==> config.mk <==
export PLATFORM = sky130hd
export DESIGN_NAME = afe_digital_io_and_fault_irq_regs
export DESIGN_NICKNAME = d
export VERILOG_FILES = /design/src/common/afe_regs_pkg.sv /design/src/verilog/pin_edge_detect.sv /design/src/verilog/afe_digital_io_and_fault_irq_regs.sv
export SDC_FILE = /design/constraint.sdc
export NUM_CORES = 1
export LEC_CHECK = 0
export BUFFER_PORTS_ARGS = -buffer_cell sky130_fd_sc_hd__buf_4
export CAP_MARGIN = 15
export CORE_AREA = 3 3 153 185
export CTS_CLUSTER_DIAMETER = 50
export DETAILED_ROUTE_END_ITERATION = 16
export DIE_AREA = 0 0 156 188
export PLACE_DENSITY = 0.92
export SYNTH_ARGS = -nofsm -noshare
export SYNTH_HDL_FRONTEND = slang
export SYNTH_SLANG_ARGS = --single-unit
==> constraint.sdc <==
create_clock -name ref_clk -period 25.5 [get_ports ref_clk]
set_input_delay 5.1 -clock ref_clk [delete_from_list [all_inputs] [get_ports ref_clk]]
set_output_delay 5.1 -clock ref_clk [all_outputs]
set_load 0.005 [all_outputs]
==> src/common/afe_regs_pkg.sv <==
package afe_regs_pkg;

    // =========================================================
    // Register offsets
    localparam logic [7:0] PROT_ENABLE_ADDR = 8'h30;
    localparam logic [7:0] PROT_FLAGS_ADDR = 8'h31;
    localparam logic [7:0] OUT_LOW_ADDR = 8'h32;
    localparam logic [7:0] OUT_HIGH_ADDR = 8'h33;
    localparam logic [7:0] IN_LOW_ADDR = 8'h34;
    localparam logic [7:0] IN_HIGH_ADDR = 8'h35;
    localparam logic [7:0] EDGE_ENABLE_ADDR = 8'h36;
    localparam logic [7:0] PIN_FLAGS_ADDR = 8'h37;
    localparam logic [7:0] SM_CONTROL_ADDR = 8'h38;
    localparam logic [7:0] HYS_PINS89_ADDR = 8'h39;
    localparam logic [7:0] HYS7_BLANK_ADDR = 8'h3A;

    // =========================================================
    // Reset and unmapped read value
    localparam logic [7:0] REG_RESET = 8'h00;
    localparam logic [7:0] UNMAPPED_READ = 8'h00;

    // =========================================================
    // Protection bit positions
    localparam int BRAKE_INPUT_BIT = 7;
    localparam int HIGH_SIDE_PAIR2_BIT = 6;
    localparam int HIGH_SIDE_PAIR1_BIT = 5;
    localparam int HIGH_SIDE_PAIR0_BIT = 4;
    localparam int DRIVER_DISABLE_BIT = 3;
    localparam int LOW_SIDE_PAIR2_BIT = 2;
    localparam int LOW_SIDE_PAIR1_BIT = 1;
    localparam int LOW_SIDE_PAIR0_BIT = 0;
    // Live flag bits per variant; the others are plain storage
    localparam logic [7:0] PROT_LIVE_PLAIN = 8'h77;
    localparam logic [7:0] PROT_LIVE_BRAKE = 8'h99;

    // =========================================================
    // Analog pin fields
    localparam int PIN_COUNT = 10;
    localparam int LOW_PIN_COUNT = 6;
    localparam int EDGE_PIN_COUNT = 4;
    localparam int FIRST_EDGE_PIN = 6;
    localparam int RISE_ENABLE_LSB = 4;
    localparam int FALL_ENABLE_LSB = 0;
    localparam logic [9:0] BRAKE_UNUSED_PINS = 10'h014;
    localparam int SM_ENABLE_BIT = 0;

    // =========================================================
    // Hysteresis and blanking fields
    localparam int HYS_PIN8_LSB = 4;
    localparam int HYS_PIN9_LSB = 0;
    localparam int HYS_PIN7_LSB = 4;
    localparam int BLANK_LSB = 0;
    localparam int CODE_W = 4;
    localparam int RISE_SEL_LSB = 2;
    localparam int FALL_SEL_LSB = 0;

    localparam logic [7:0] HYS_MV_NORMAL [0:3] = '{
        8'h00, 8'h0A, 8'h14, 8'h28
    };
    localparam logic [7:0] HYS_MV_WIDE [0:3] = '{
        8'h00, 8'h23, 8'h46, 8'h8C
    };

    localparam logic [11:0] BLANK_NS [0:15] = '{
        12'h042, 12'h074, 12'h0D7, 12'h109,
        12'h13A, 12'h16C, 12'h19F, 12'h204,
        12'h236, 12'h269, 12'h301, 12'h367,
        12'h3CD, 12'h4CD, 12'h737, 12'h9A4
    };

    // =========================================================
    // Timing
    localparam int CLOCK_MHZ = 250;
    localparam int NS_PER_US = 1000;

    // Least time, so the cycle count rounds up
    function automatic logic [9:0] blank_cycles(input logic [11:0] ns);
        int t;
        t = (int'(ns) * CLOCK_MHZ + NS_PER_US - 1) / NS_PER_US;
        if (t < 1) begin
            t = 1;
        end
        return t[9:0];
    endfunction

    function automatic logic [7:0] hys_mv(input logic [1:0] sel,
                                         input logic wideScale);
        return wideScale ? HYS_MV_WIDE[sel] : HYS_MV_NORMAL[sel];
    endfunction

endpackage

==> src/verilog/pin_edge_detect.sv <==
`timescale 1ns/1ps
module pin_edge_detect (
    input wire logic ref_clk,
    input wire logic sys_rst,
    input wire logic pinIn,
    output logic pinLevel,
    output logic risingEdge,
    output logic fallingEdge
);

    typedef struct packed {
        logic sample;
        logic prev;
    } edge_state_type;

    edge_state_type q;
    edge_state_type d;

    // =========================================================
    // Sample and history
    always_comb begin
        d = q;
        d.sample = pinIn;
        d.prev = q.sample;
    end

    always_ff @(posedge ref_clk or posedge sys_rst) begin
        if (sys_rst) begin
            q <= '0;
        end else begin
            q <= d;
        end
    end

    assign pinLevel = q.sample;
    assign risingEdge = q.sample & ~q.prev;
    assign fallingEdge = ~q.sample & q.prev;

endmodule // pin_edge_detect

==> src/verilog/afe_digital_io_and_fault_irq_regs.sv <==
`timescale 1ns/1ps
module afe_digital_io_and_fault_irq_regs #(
    parameter bit BRAKE_VARIANT = 1'b0
) (
    input wire logic ref_clk,
    input wire logic sys_rst,
    input wire logic [7:0] regAddr,
    input wire logic regWrite,
    input wire logic regRead,
    input wire logic [7:0] regWriteData,
    output logic [7:0] regReadData,
    output logic regReadValid,
    input wire logic [7:0] protEvent,
    input wire logic [9:0] pinInValue,
    input wire logic hysteresisScaleSelect,
    output logic [9:0] pinOutputValue,
    output logic signalManagerEnable,
    output logic [3:0] pin7HysteresisCode,
    output logic [3:0] pin8HysteresisCode,
    output logic [3:0] pin9HysteresisCode,
    output logic [7:0] pin7RiseHysMv,
    output logic [7:0] pin7FallHysMv,
    output logic [7:0] pin8RiseHysMv,
    output logic [7:0] pin8FallHysMv,
    output logic [7:0] pin9RiseHysMv,
    output logic [7:0] pin9FallHysMv,
    output logic [3:0] comparatorBlankingCode,
    output logic [11:0] blankingTimeNs,
    output logic [9:0] blankingCycles,
    output logic protIrq,
    output logic pinIrq,
    output logic irqRequest
);

    // =========================================================
    // Variant constants
    localparam logic [7:0] PROT_LIVE = BRAKE_VARIANT ?
        afe_regs_pkg::PROT_LIVE_BRAKE : afe_regs_pkg::PROT_LIVE_PLAIN;
    localparam logic [9:0] PIN_USED = BRAKE_VARIANT ?
        ~afe_regs_pkg::BRAKE_UNUSED_PINS : 10'h3FF;

    typedef struct packed {
        logic [7:0] protEnable;
        logic [7:0] protFlags;
        logic [7:0] outLow;
        logic [7:0] outHigh;
        logic [7:0] edgeEnable;
        logic [7:0] pinFlags;
        logic [7:0] smControl;
        logic [7:0] hys89;
        logic [7:0] hys7Blank;
        logic [7:0] readData;
        logic readValid;
        logic [9:0] pinOut;
        logic [7:0] riseMv7;
        logic [7:0] fallMv7;
        logic [7:0] riseMv8;
        logic [7:0] fallMv8;
        logic [7:0] riseMv9;
        logic [7:0] fallMv9;
        logic [11:0] blankNs;
        logic [9:0] blankCyc;
    } regs_type;

    regs_type q;
    regs_type d;

    logic [9:0] pinLevel;
    logic [9:0] pinRise;
    logic [9:0] pinFall;
    logic [3:0] edgeSet;
    logic [3:0] pinIrqEnable;

    // =========================================================
    // Input sampling and edge detection
    genvar gi;
    generate
        for (gi = 0; gi < afe_regs_pkg::PIN_COUNT; gi++) begin : g_pin
            pin_edge_detect u_edge (
                .ref_clk(ref_clk),
                .sys_rst(sys_rst),
                .pinIn(pinInValue[gi]),
                .pinLevel(pinLevel[gi]),
                .risingEdge(pinRise[gi]),
                .fallingEdge(pinFall[gi])
            );
        end
    endgenerate

    // =========================================================
    // Edge qualification for pins 6 to 9
    always_comb begin
        for (int i = 0; i < afe_regs_pkg::EDGE_PIN_COUNT; i++) begin
            edgeSet[i] =
                (pinRise[afe_regs_pkg::FIRST_EDGE_PIN + i] &
                 q.edgeEnable[afe_regs_pkg::RISE_ENABLE_LSB + i]) |
                (pinFall[afe_regs_pkg::FIRST_EDGE_PIN + i] &
                 q.edgeEnable[afe_regs_pkg::FALL_ENABLE_LSB + i]);
            pinIrqEnable[i] =
                q.edgeEnable[afe_regs_pkg::RISE_ENABLE_LSB + i] |
                q.edgeEnable[afe_regs_pkg::FALL_ENABLE_LSB + i];
        end
    end

    // =========================================================
    // Register update
    always_comb begin
        logic [1:0] sel;
        sel = 2'h0;
        d = q;
        d.readValid = 1'b0;

        if (regWrite) begin
            unique case (regAddr)
                afe_regs_pkg::PROT_ENABLE_ADDR: begin
                    d.protEnable = regWriteData;
                end
                afe_regs_pkg::PROT_FLAGS_ADDR: begin
                    // Live bits clear on 1, reserved bits are storage
                    d.protFlags = (q.protFlags & PROT_LIVE & ~regWriteData)
                        | (regWriteData & ~PROT_LIVE);
                end
                afe_regs_pkg::OUT_LOW_ADDR: begin
                    d.outLow = regWriteData;
                end
                afe_regs_pkg::OUT_HIGH_ADDR: begin
                    d.outHigh = regWriteData;
                end
                afe_regs_pkg::EDGE_ENABLE_ADDR: begin
                    d.edgeEnable = regWriteData;
                end
                afe_regs_pkg::PIN_FLAGS_ADDR: begin
                    d.pinFlags = {regWriteData[7:4],
                        q.pinFlags[3:0] & ~regWriteData[3:0]};
                end
                afe_regs_pkg::SM_CONTROL_ADDR: begin
                    d.smControl = regWriteData;
                end
                afe_regs_pkg::HYS_PINS89_ADDR: begin
                    d.hys89 = regWriteData;
                end
                afe_regs_pkg::HYS7_BLANK_ADDR: begin
                    d.hys7Blank = regWriteData;
                end
                default: begin
                end
            endcase
        end

        // Hardware set wins over a clearing write in the same cycle
        d.protFlags = d.protFlags | (protEvent & PROT_LIVE);
        d.pinFlags[3:0] = d.pinFlags[3:0] | edgeSet;

        if (regRead) begin
            d.readValid = 1'b1;
            unique case (regAddr)
                afe_regs_pkg::PROT_ENABLE_ADDR: d.readData = q.protEnable;
                afe_regs_pkg::PROT_FLAGS_ADDR: d.readData = q.protFlags;
                afe_regs_pkg::OUT_LOW_ADDR: d.readData = q.outLow;
                afe_regs_pkg::OUT_HIGH_ADDR: d.readData = q.outHigh;
                afe_regs_pkg::IN_LOW_ADDR: begin
                    d.readData = {2'h0, pinLevel[5:0] & PIN_USED[5:0]};
                end
                afe_regs_pkg::IN_HIGH_ADDR: begin
                    d.readData = {4'h0, pinLevel[9:6]};
                end
                afe_regs_pkg::EDGE_ENABLE_ADDR: d.readData = q.edgeEnable;
                afe_regs_pkg::PIN_FLAGS_ADDR: d.readData = q.pinFlags;
                afe_regs_pkg::SM_CONTROL_ADDR: d.readData = q.smControl;
                afe_regs_pkg::HYS_PINS89_ADDR: d.readData = q.hys89;
                afe_regs_pkg::HYS7_BLANK_ADDR: d.readData = q.hys7Blank;
                default: d.readData = afe_regs_pkg::UNMAPPED_READ;
            endcase
        end

        // Pin drive, unused pins of the brake variant held low
        d.pinOut = {d.outHigh[3:0], d.outLow[5:0]} & PIN_USED;

        // Hysteresis decode per pin: upper selector rising, lower falling
        sel = d.hys7Blank[afe_regs_pkg::HYS_PIN7_LSB +
            afe_regs_pkg::RISE_SEL_LSB +: 2];
        d.riseMv7 = afe_regs_pkg::hys_mv(sel, hysteresisScaleSelect);
        sel = d.hys7Blank[afe_regs_pkg::HYS_PIN7_LSB +
            afe_regs_pkg::FALL_SEL_LSB +: 2];
        d.fallMv7 = afe_regs_pkg::hys_mv(sel, hysteresisScaleSelect);
        sel = d.hys89[afe_regs_pkg::HYS_PIN8_LSB +
            afe_regs_pkg::RISE_SEL_LSB +: 2];
        d.riseMv8 = afe_regs_pkg::hys_mv(sel, hysteresisScaleSelect);
        sel = d.hys89[afe_regs_pkg::HYS_PIN8_LSB +
            afe_regs_pkg::FALL_SEL_LSB +: 2];
        d.fallMv8 = afe_regs_pkg::hys_mv(sel, hysteresisScaleSelect);
        sel = d.hys89[afe_regs_pkg::HYS_PIN9_LSB +
            afe_regs_pkg::RISE_SEL_LSB +: 2];
        d.riseMv9 = afe_regs_pkg::hys_mv(sel, hysteresisScaleSelect);
        sel = d.hys89[afe_regs_pkg::HYS_PIN9_LSB +
            afe_regs_pkg::FALL_SEL_LSB +: 2];
        d.fallMv9 = afe_regs_pkg::hys_mv(sel, hysteresisScaleSelect);

        // Blanking time and its cycle count at the system clock
        d.blankNs = afe_regs_pkg::BLANK_NS[
            d.hys7Blank[afe_regs_pkg::BLANK_LSB +: afe_regs_pkg::CODE_W]];
        d.blankCyc = afe_regs_pkg::blank_cycles(d.blankNs);
    end

    // =========================================================
    // State register
    always_ff @(posedge ref_clk or posedge sys_rst) begin
        if (sys_rst) begin
            q <= '0;
            q.protEnable <= afe_regs_pkg::REG_RESET;
            q.protFlags <= afe_regs_pkg::REG_RESET;
            q.readData <= afe_regs_pkg::REG_RESET;
            q.blankNs <= afe_regs_pkg::BLANK_NS[0];
            q.blankCyc <= afe_regs_pkg::blank_cycles(
                afe_regs_pkg::BLANK_NS[0]);
        end else begin
            q <= d;
        end
    end

    // =========================================================
    // Outputs
    assign regReadData = q.readData;
    assign regReadValid = q.readValid;
    assign pinOutputValue = q.pinOut;
    assign signalManagerEnable = q.smControl[afe_regs_pkg::SM_ENABLE_BIT];
    assign pin7HysteresisCode =
        q.hys7Blank[afe_regs_pkg::HYS_PIN7_LSB +: afe_regs_pkg::CODE_W];
    assign pin8HysteresisCode =
        q.hys89[afe_regs_pkg::HYS_PIN8_LSB +: afe_regs_pkg::CODE_W];
    assign pin9HysteresisCode =
        q.hys89[afe_regs_pkg::HYS_PIN9_LSB +: afe_regs_pkg::CODE_W];
    assign pin7RiseHysMv = q.riseMv7;
    assign pin7FallHysMv = q.fallMv7;
    assign pin8RiseHysMv = q.riseMv8;
    assign pin8FallHysMv = q.fallMv8;
    assign pin9RiseHysMv = q.riseMv9;
    assign pin9FallHysMv = q.fallMv9;
    assign comparatorBlankingCode =
        q.hys7Blank[afe_regs_pkg::BLANK_LSB +: afe_regs_pkg::CODE_W];
    assign blankingTimeNs = q.blankNs;
    assign blankingCycles = q.blankCyc;

    // Request follows the stored flags and enables
    assign protIrq = |(q.protFlags & q.protEnable & PROT_LIVE);
    assign pinIrq = |(q.pinFlags[3:0] & pinIrqEnable);
    assign irqRequest = protIrq | pinIrq;

endmodule // afe_digital_io_and_fault_irq_regs

# After elaboration in Yosys (flattened, before gate mapping)
# Memories as Yosys holds them, arrays and structs flattened.
# Index checks and enable logic that the tools add are counted.
# W data, S select, Z words.
[totals] reg_bits=175 ram_bits=0 out_inout_bits=109 mem_count=1 romBits=192 in_bits=39 latchBits=0 wordCells=174
[memory_table] name="(name not given)" depth=16 width=12 read_ports=1 rd_clocked_by_memory_dff=0 wr=0 line_no="afe_digital_io_and_fault_irq_regs.sv:200" rtl="d.blankNs = afe_regs_pkg::BLANK_NS["
[classes] n_lt_le_gt_ge=8 mux=56 n_eq_ne=11 multipliers=1 addsub=2 shift=0 bitwise_logic=49 n_reduce_logical=8 div_mod_pow=1
[ops] cell="$mux W8" n=38
[ops] cell="$bmux W8 S2" n=12
[ops] cell="$eq A8 B6 Y1 const B" n=11
[ops] cell="$pmux W8 S11" n=1
[ops] cell="$mux W64" n=1
[ops] cell="$div A32 B11 Y32 const B" n=1
[ops] cell="$lt A32 B2 Y1 const B" n=1
[ops] cell="$mux W12" n=2
[ops] cell="$sub A21 B1 Y22 const B" n=1
[ops] cell="$add A20 B10 Y21 const B" n=1
[ops] cell="$mul A12 B7 Y19 const B" n=1
[ops] cell="$ge A3 B3 Y1 const B" n=6
[ops] cell="$not A2 Y3" n=6
[ops] cell="$and A1 B1 Y1" n=16
[ops] cell="$reduce_and A2 Y1" n=6
[ops] cell="$mux W10" n=1
[ops] cell="$or A1 B1 Y1" n=9
[ops] cell="$and A4 B4 Y4" n=2
[ops] cell="$and A7 B8 Y8" n=1
[ops] cell="$not A1 Y1" n=8
[ops] cell="$not A8 Y8" n=1
[ops] cell="$or A8 B7 Y8" n=1
[ops] cell="$or A8 B8 Y8" n=1
[ops] cell="$and A7 B7 Y7" n=1
[ops] cell="7 further kinds" n=7

# Depth between registers and ports, before layout
[logic_depth] depth_word=15 mapped_depth=73 depth_no_buf=64

# Hierarchy
# From an unflattened synthesis, not the netlist that was laid out.
[hier_totals] hier_cells=1872 hier_area_um2=16754.8
[modules_own_cells] module="afe_digital_io_and_fault_irq_regs" seq_area_each_um2=3783.6 instances=1 area_each_um2=16066.7 cells_per_inst=1822
[modules_own_cells] module="pin_edge_detect" seq_area_each_um2=50.0 instances=10 area_each_um2=68.8 cells_per_inst=5

# Least setup slack after synthesis
# Ideal clock, no wire load.
[synth_timing] path_kind="input to register" start="in regAddr[2]" end="reg q, in the netlist blankingCycles[0]" path_stages=61 arrival_ns=20.114 required_ns=25.409 n_path_buf=5 setup_ns=0.091 setup_slack_ns=5.296 cell_sequence="buf_6 -> and4bb_4 -> nand3_4 -> mux2_2 -> inv_1 -> ha_1 -> inv_1 -> a21oi_1 -> a21oi_1 -> mux2i_1 -> mux2i_1 -> inv_1 -> ha_1 -> xnor2_1 -> fa_1 -> fa_1 -> fa_1 -> inv_1 -> [25 not listed] -> o31a_1 -> nor4_2 -> buf_4 -> a21oi_2 -> or4_4 -> a21oi_2 -> o21ai_2 -> a21oi_2 -> xnor2_1 -> a22oi_2 -> xor2_2 -> a31oi_2 -> o21ai_1 -> or3_1 -> a21o_1 -> and4_1 -> a311o_1 -> o31ai_1"
[synth_rtl] item="from (decl)" line_no="afe_digital_io_and_fault_irq_regs.sv:7" rtl="input wire logic [7:0] regAddr,"
[synth_rtl] item="to (decl)" line_no="afe_digital_io_and_fault_irq_regs.sv:65" rtl="regs_type q;"

==> results.json <==
{
  "cts_root_buf": "clkbuf_16",
  "worstPathRequired_ns": 25.83,
  "cts.clk_slew.worst_paths_ns": 0.08,
  "slowest_delay_ns": 0.72,
  "wl_met3_um": 3380,
  "grt_remaining_overflow": 0,
  "final_hold_viol_count": 0,
  "cp_slowest_cell": "o32ai_1",
  "critPathLaunch": "regAddr[6]",
  "cts_sinks": 165,
  "dpl.hpwl_um": 33000,
  "r2r-end": "blankingCycles[0]",
  "cp-start-kind": "input port",
  "syn_area_sq_mm": 0.0159,
  "setup_viol": 0,
  "first_pass_iters": 7,
  "seq_area_frac_synth": 0.260,
  "criticalPathCategory": "in -> reg",
  "synth-edff-count": 0,
  "antenna_found_initial": 1,
  "fin_nets": 1976,
  "async_flop_share": 1.00,
  "r2r_cells": 59,
  "ioPinCount": 148,
  "grt_max_degree": 101,
  "die_area_sq_mm": 0.0293,
  "worstSkewPairLatency_ns": 0.46,
  "netlist_instances": 1820,
  "syn2layout_area_growth_pct": 7.11,
  "synth_area_leaders": "dfrtp_1 25%, ha_1 5.9%, mux2_2 5.3%, buf_4 5.2%, fa_1 4.4%",
  "status": "completed",
  "grt_usage": 0.298,
  "yosysWarnings": 0,
  "rsz0062_at_grt": "no",
  "numCtsBuffers": 17,
  "period_needed_ns": 24.27,
  "finalCritPeriodShare": 0.952,
  "dieHeight_um": 188,
  "grt_pass1_wl_um": 71800,
  "die_w_um": 156,
  "wl_per_cell_um": 20.4,
  "topRoutingLayerUsed": "met5",
  "synth_top_area_frac": 0.253,
  "fmax_mhz": 41.2,
  "fin_tns_setup_ns": 0,
  "layout_commonest_cell": "dfrtp_1",
  "drt-total-wl_um": 44500,
  "wl_met2_um": 22500,
  "crit_top_cell": "inv_1",
  "slew_headroom": 0.285,
  "core_sq_mm": 0.0268,
  "drv_slew": 0,
  "synth_cell_types": 119,
  "htree_num_levels": 4,
  "rrSetupSlack_ns": 6.35,
  "syn_avg_cell_area_sq_um": 8.74,
  "seq_area_sq_mm": 0.00413,
  "worstHoldPathType": "reg -> reg",
  "worstPathMaxFanout": 14,
  "synth_top_area_cell": "dfrtp_1",
  "fin_skew_ns": 0.00913,
  "layout-drive-gt1-share": 0.193,
  "nFillCells": 2055,
  "clk_path_buf_depth": 2,
  "num_rows": 66,
  "drt_iter0_drc": 1693,
  "syn_nets": 1969,
  "r2r_start": "comparatorBlankingCode[0]",
  "multi_input_area_sq_mm": 0.0102,
  "synth-main-ff-cell": "dfrtp_1",
  "cp-endpoint": "blankingCycles[0]",
  "portBuffers": 145,
  "vias": 14567,
  "ant_nets": 0,
  "cts_tree": "done",
  "place.gp.congestion": 0.977,
  "end_kind": "register",
  "hold_buffers": 0,
  "met1_length_um": 16200,
  "ys_seq_elements": 165,
  "via_per_inst": 6.68,
  "cap_violations": 0,
  "final_cell_mix": "161 x dfrtp_1, 158 x nand2_1, 152 x buf_4",
  "arrival_ns": 24.61,
  "diodes": 0,
  "floorplan.initialDensity": 0.593,
  "grt_pass1_vias": 14259,
  "tightest_slew_ns": 1.06,
  "drc": 0
}
worst min path at each step:
| stage | cells after the start | from | to |
|---|---|---|---|
| floorplan | 0 | g_pin[6].u_edge.pinLevel | g_pin[6].u_edge.q[0] |
| global placement | 0 | g_pin[7].u_edge.pinLevel | g_pin[7].u_edge.q[0] |
| finish | 0 | g_pin[7].u_edge.pinLevel | g_pin[7].u_edge.q[0] |
| CTS | 0 | g_pin[7].u_edge.pinLevel | g_pin[7].u_edge.q[0] |
| global route | 0 | g_pin[7].u_edge.pinLevel | g_pin[7].u_edge.q[0] |
| detailed placement | 0 | g_pin[7].u_edge.pinLevel | g_pin[7].u_edge.q[0] |
per-layer routing:
layer	vias up	global-route usage
met5	-	0
met4	2	0.154
met3	234	0.0579
met2	825	0.526
met1	6971	0.337
li1	6535	-
repair_timing:
item / in CTS / in global routing
gates resized for setup: 0 / 2
buffers inserted: 0 / 0
endpoints found under the hold margin: 0 / 0
endpoints found under the setup margin: 0 / 1
metrics by stage:
| step | hold WS (ns) | instance area, sq um | utilization | instances | setup slack (ns) |
|---|---|---|---|---|---|
| detailed placement | 0.433 | 16400 | 0.611 | 2148 | 1.21 |
| global placement | 0.418 | 16400 | 0.611 | 2148 | 1.70 |
| floorplan | 0.385 | 15900 | - | 1820 | 5.30 |
| CTS | 0.455 | 17000 | 0.634 | 2180 | 1.47 |
| finish | 0.467 | 17000 | 0.635 | 2180 | 1.23 |
| global route | 0.474 | 17000 | 0.635 | 2180 | 0.0953 |
critical path: cells and delay by family:
| family | cells | cell delay, ns |
|---|---|---|
| xor gates and xnor gates | 2 | 0.41 |
| buffers and inverters | 9 | 1.77 |
| adders and majority gates | 6 | 2.33 |
| muxes | 4 | 1.37 |
| and+or+nand+nor | 15 | 4.94 |
| AOI/OAI and AO/OA | 26 | 8.65 |
kinds of logic (layout without fill, tap and decap cells):
logic type | Yosys count | count (layout) | share of synthesized area
DFF | 165 | 165 | 0.260
buffers and inverters | 287 | 307 | 0.0964
adders and majority gates | 110 | 110 | 0.103
muxes | 114 | 114 | 0.0802
and+or+nand+nor | 570 | 570 | 0.188
AOI/OAI and AO/OA | 479 | 479 | 0.219
xor gates and xnor gates | 95 | 95 | 0.0533
flip-flops by register name, indices dropped and copies added, names as in the netlist, 8 cells and up:
| signal | flops |
|---|---|
| blankingCycles | 10 |
| blankingTimeNs | 12 |
| g_pin.u_edge.pinLevel | 10 |
| pin7FallHysMv | 8 |
| pin7RiseHysMv | 8 |
| pin8FallHysMv | 8 |
| pin8RiseHysMv | 8 |
| pin9FallHysMv | 8 |
| pin9RiseHysMv | 8 |
| pinOutputValue | 9 |
| q | 46 |
| regReadData | 8 |
area by class of cell:
class                      count  area share
inverter                     123      0.0275
multi-input combinational   1368       0.601
tap                          340      0.0250
clock buffer                  17      0.0250
sequential                   165       0.243
timing repair buffer         152      0.0670
clock inverter                15      0.0114
Yosys cell counts (10+ instances only):
library cell	instances
nor2b_1	11
a211oi_1	12
mux2_2	75
dfrtp_1	161
xor2_1	25
nand4_1	12
o31ai_1	15
inv_1	116
fa_1	35
a22oi_1	21
o31a_1	10
a31oi_1	27
o22ai_1	18
and2_1	38
ha_1	75
nor3_1	59
a21o_1	26
o21a_1	10
xnor2_1	68
nand2b_1	10
nor4_1	12
a211o_1	11
or2_2	13
a21oi_1	101
clkbuf_1	35
and3_1	20
buf_2	11
buf_4	111
o211ai_1	23
mux2i_1	34
or3_1	17
nand2_1	158
nand3_1	52
nor2_1	113
o21ai_1	12
o21ai_0	54
Power is not shown: default switching activity piles up to over one toggle a cycle in this logic, so the estimate is an artifact.
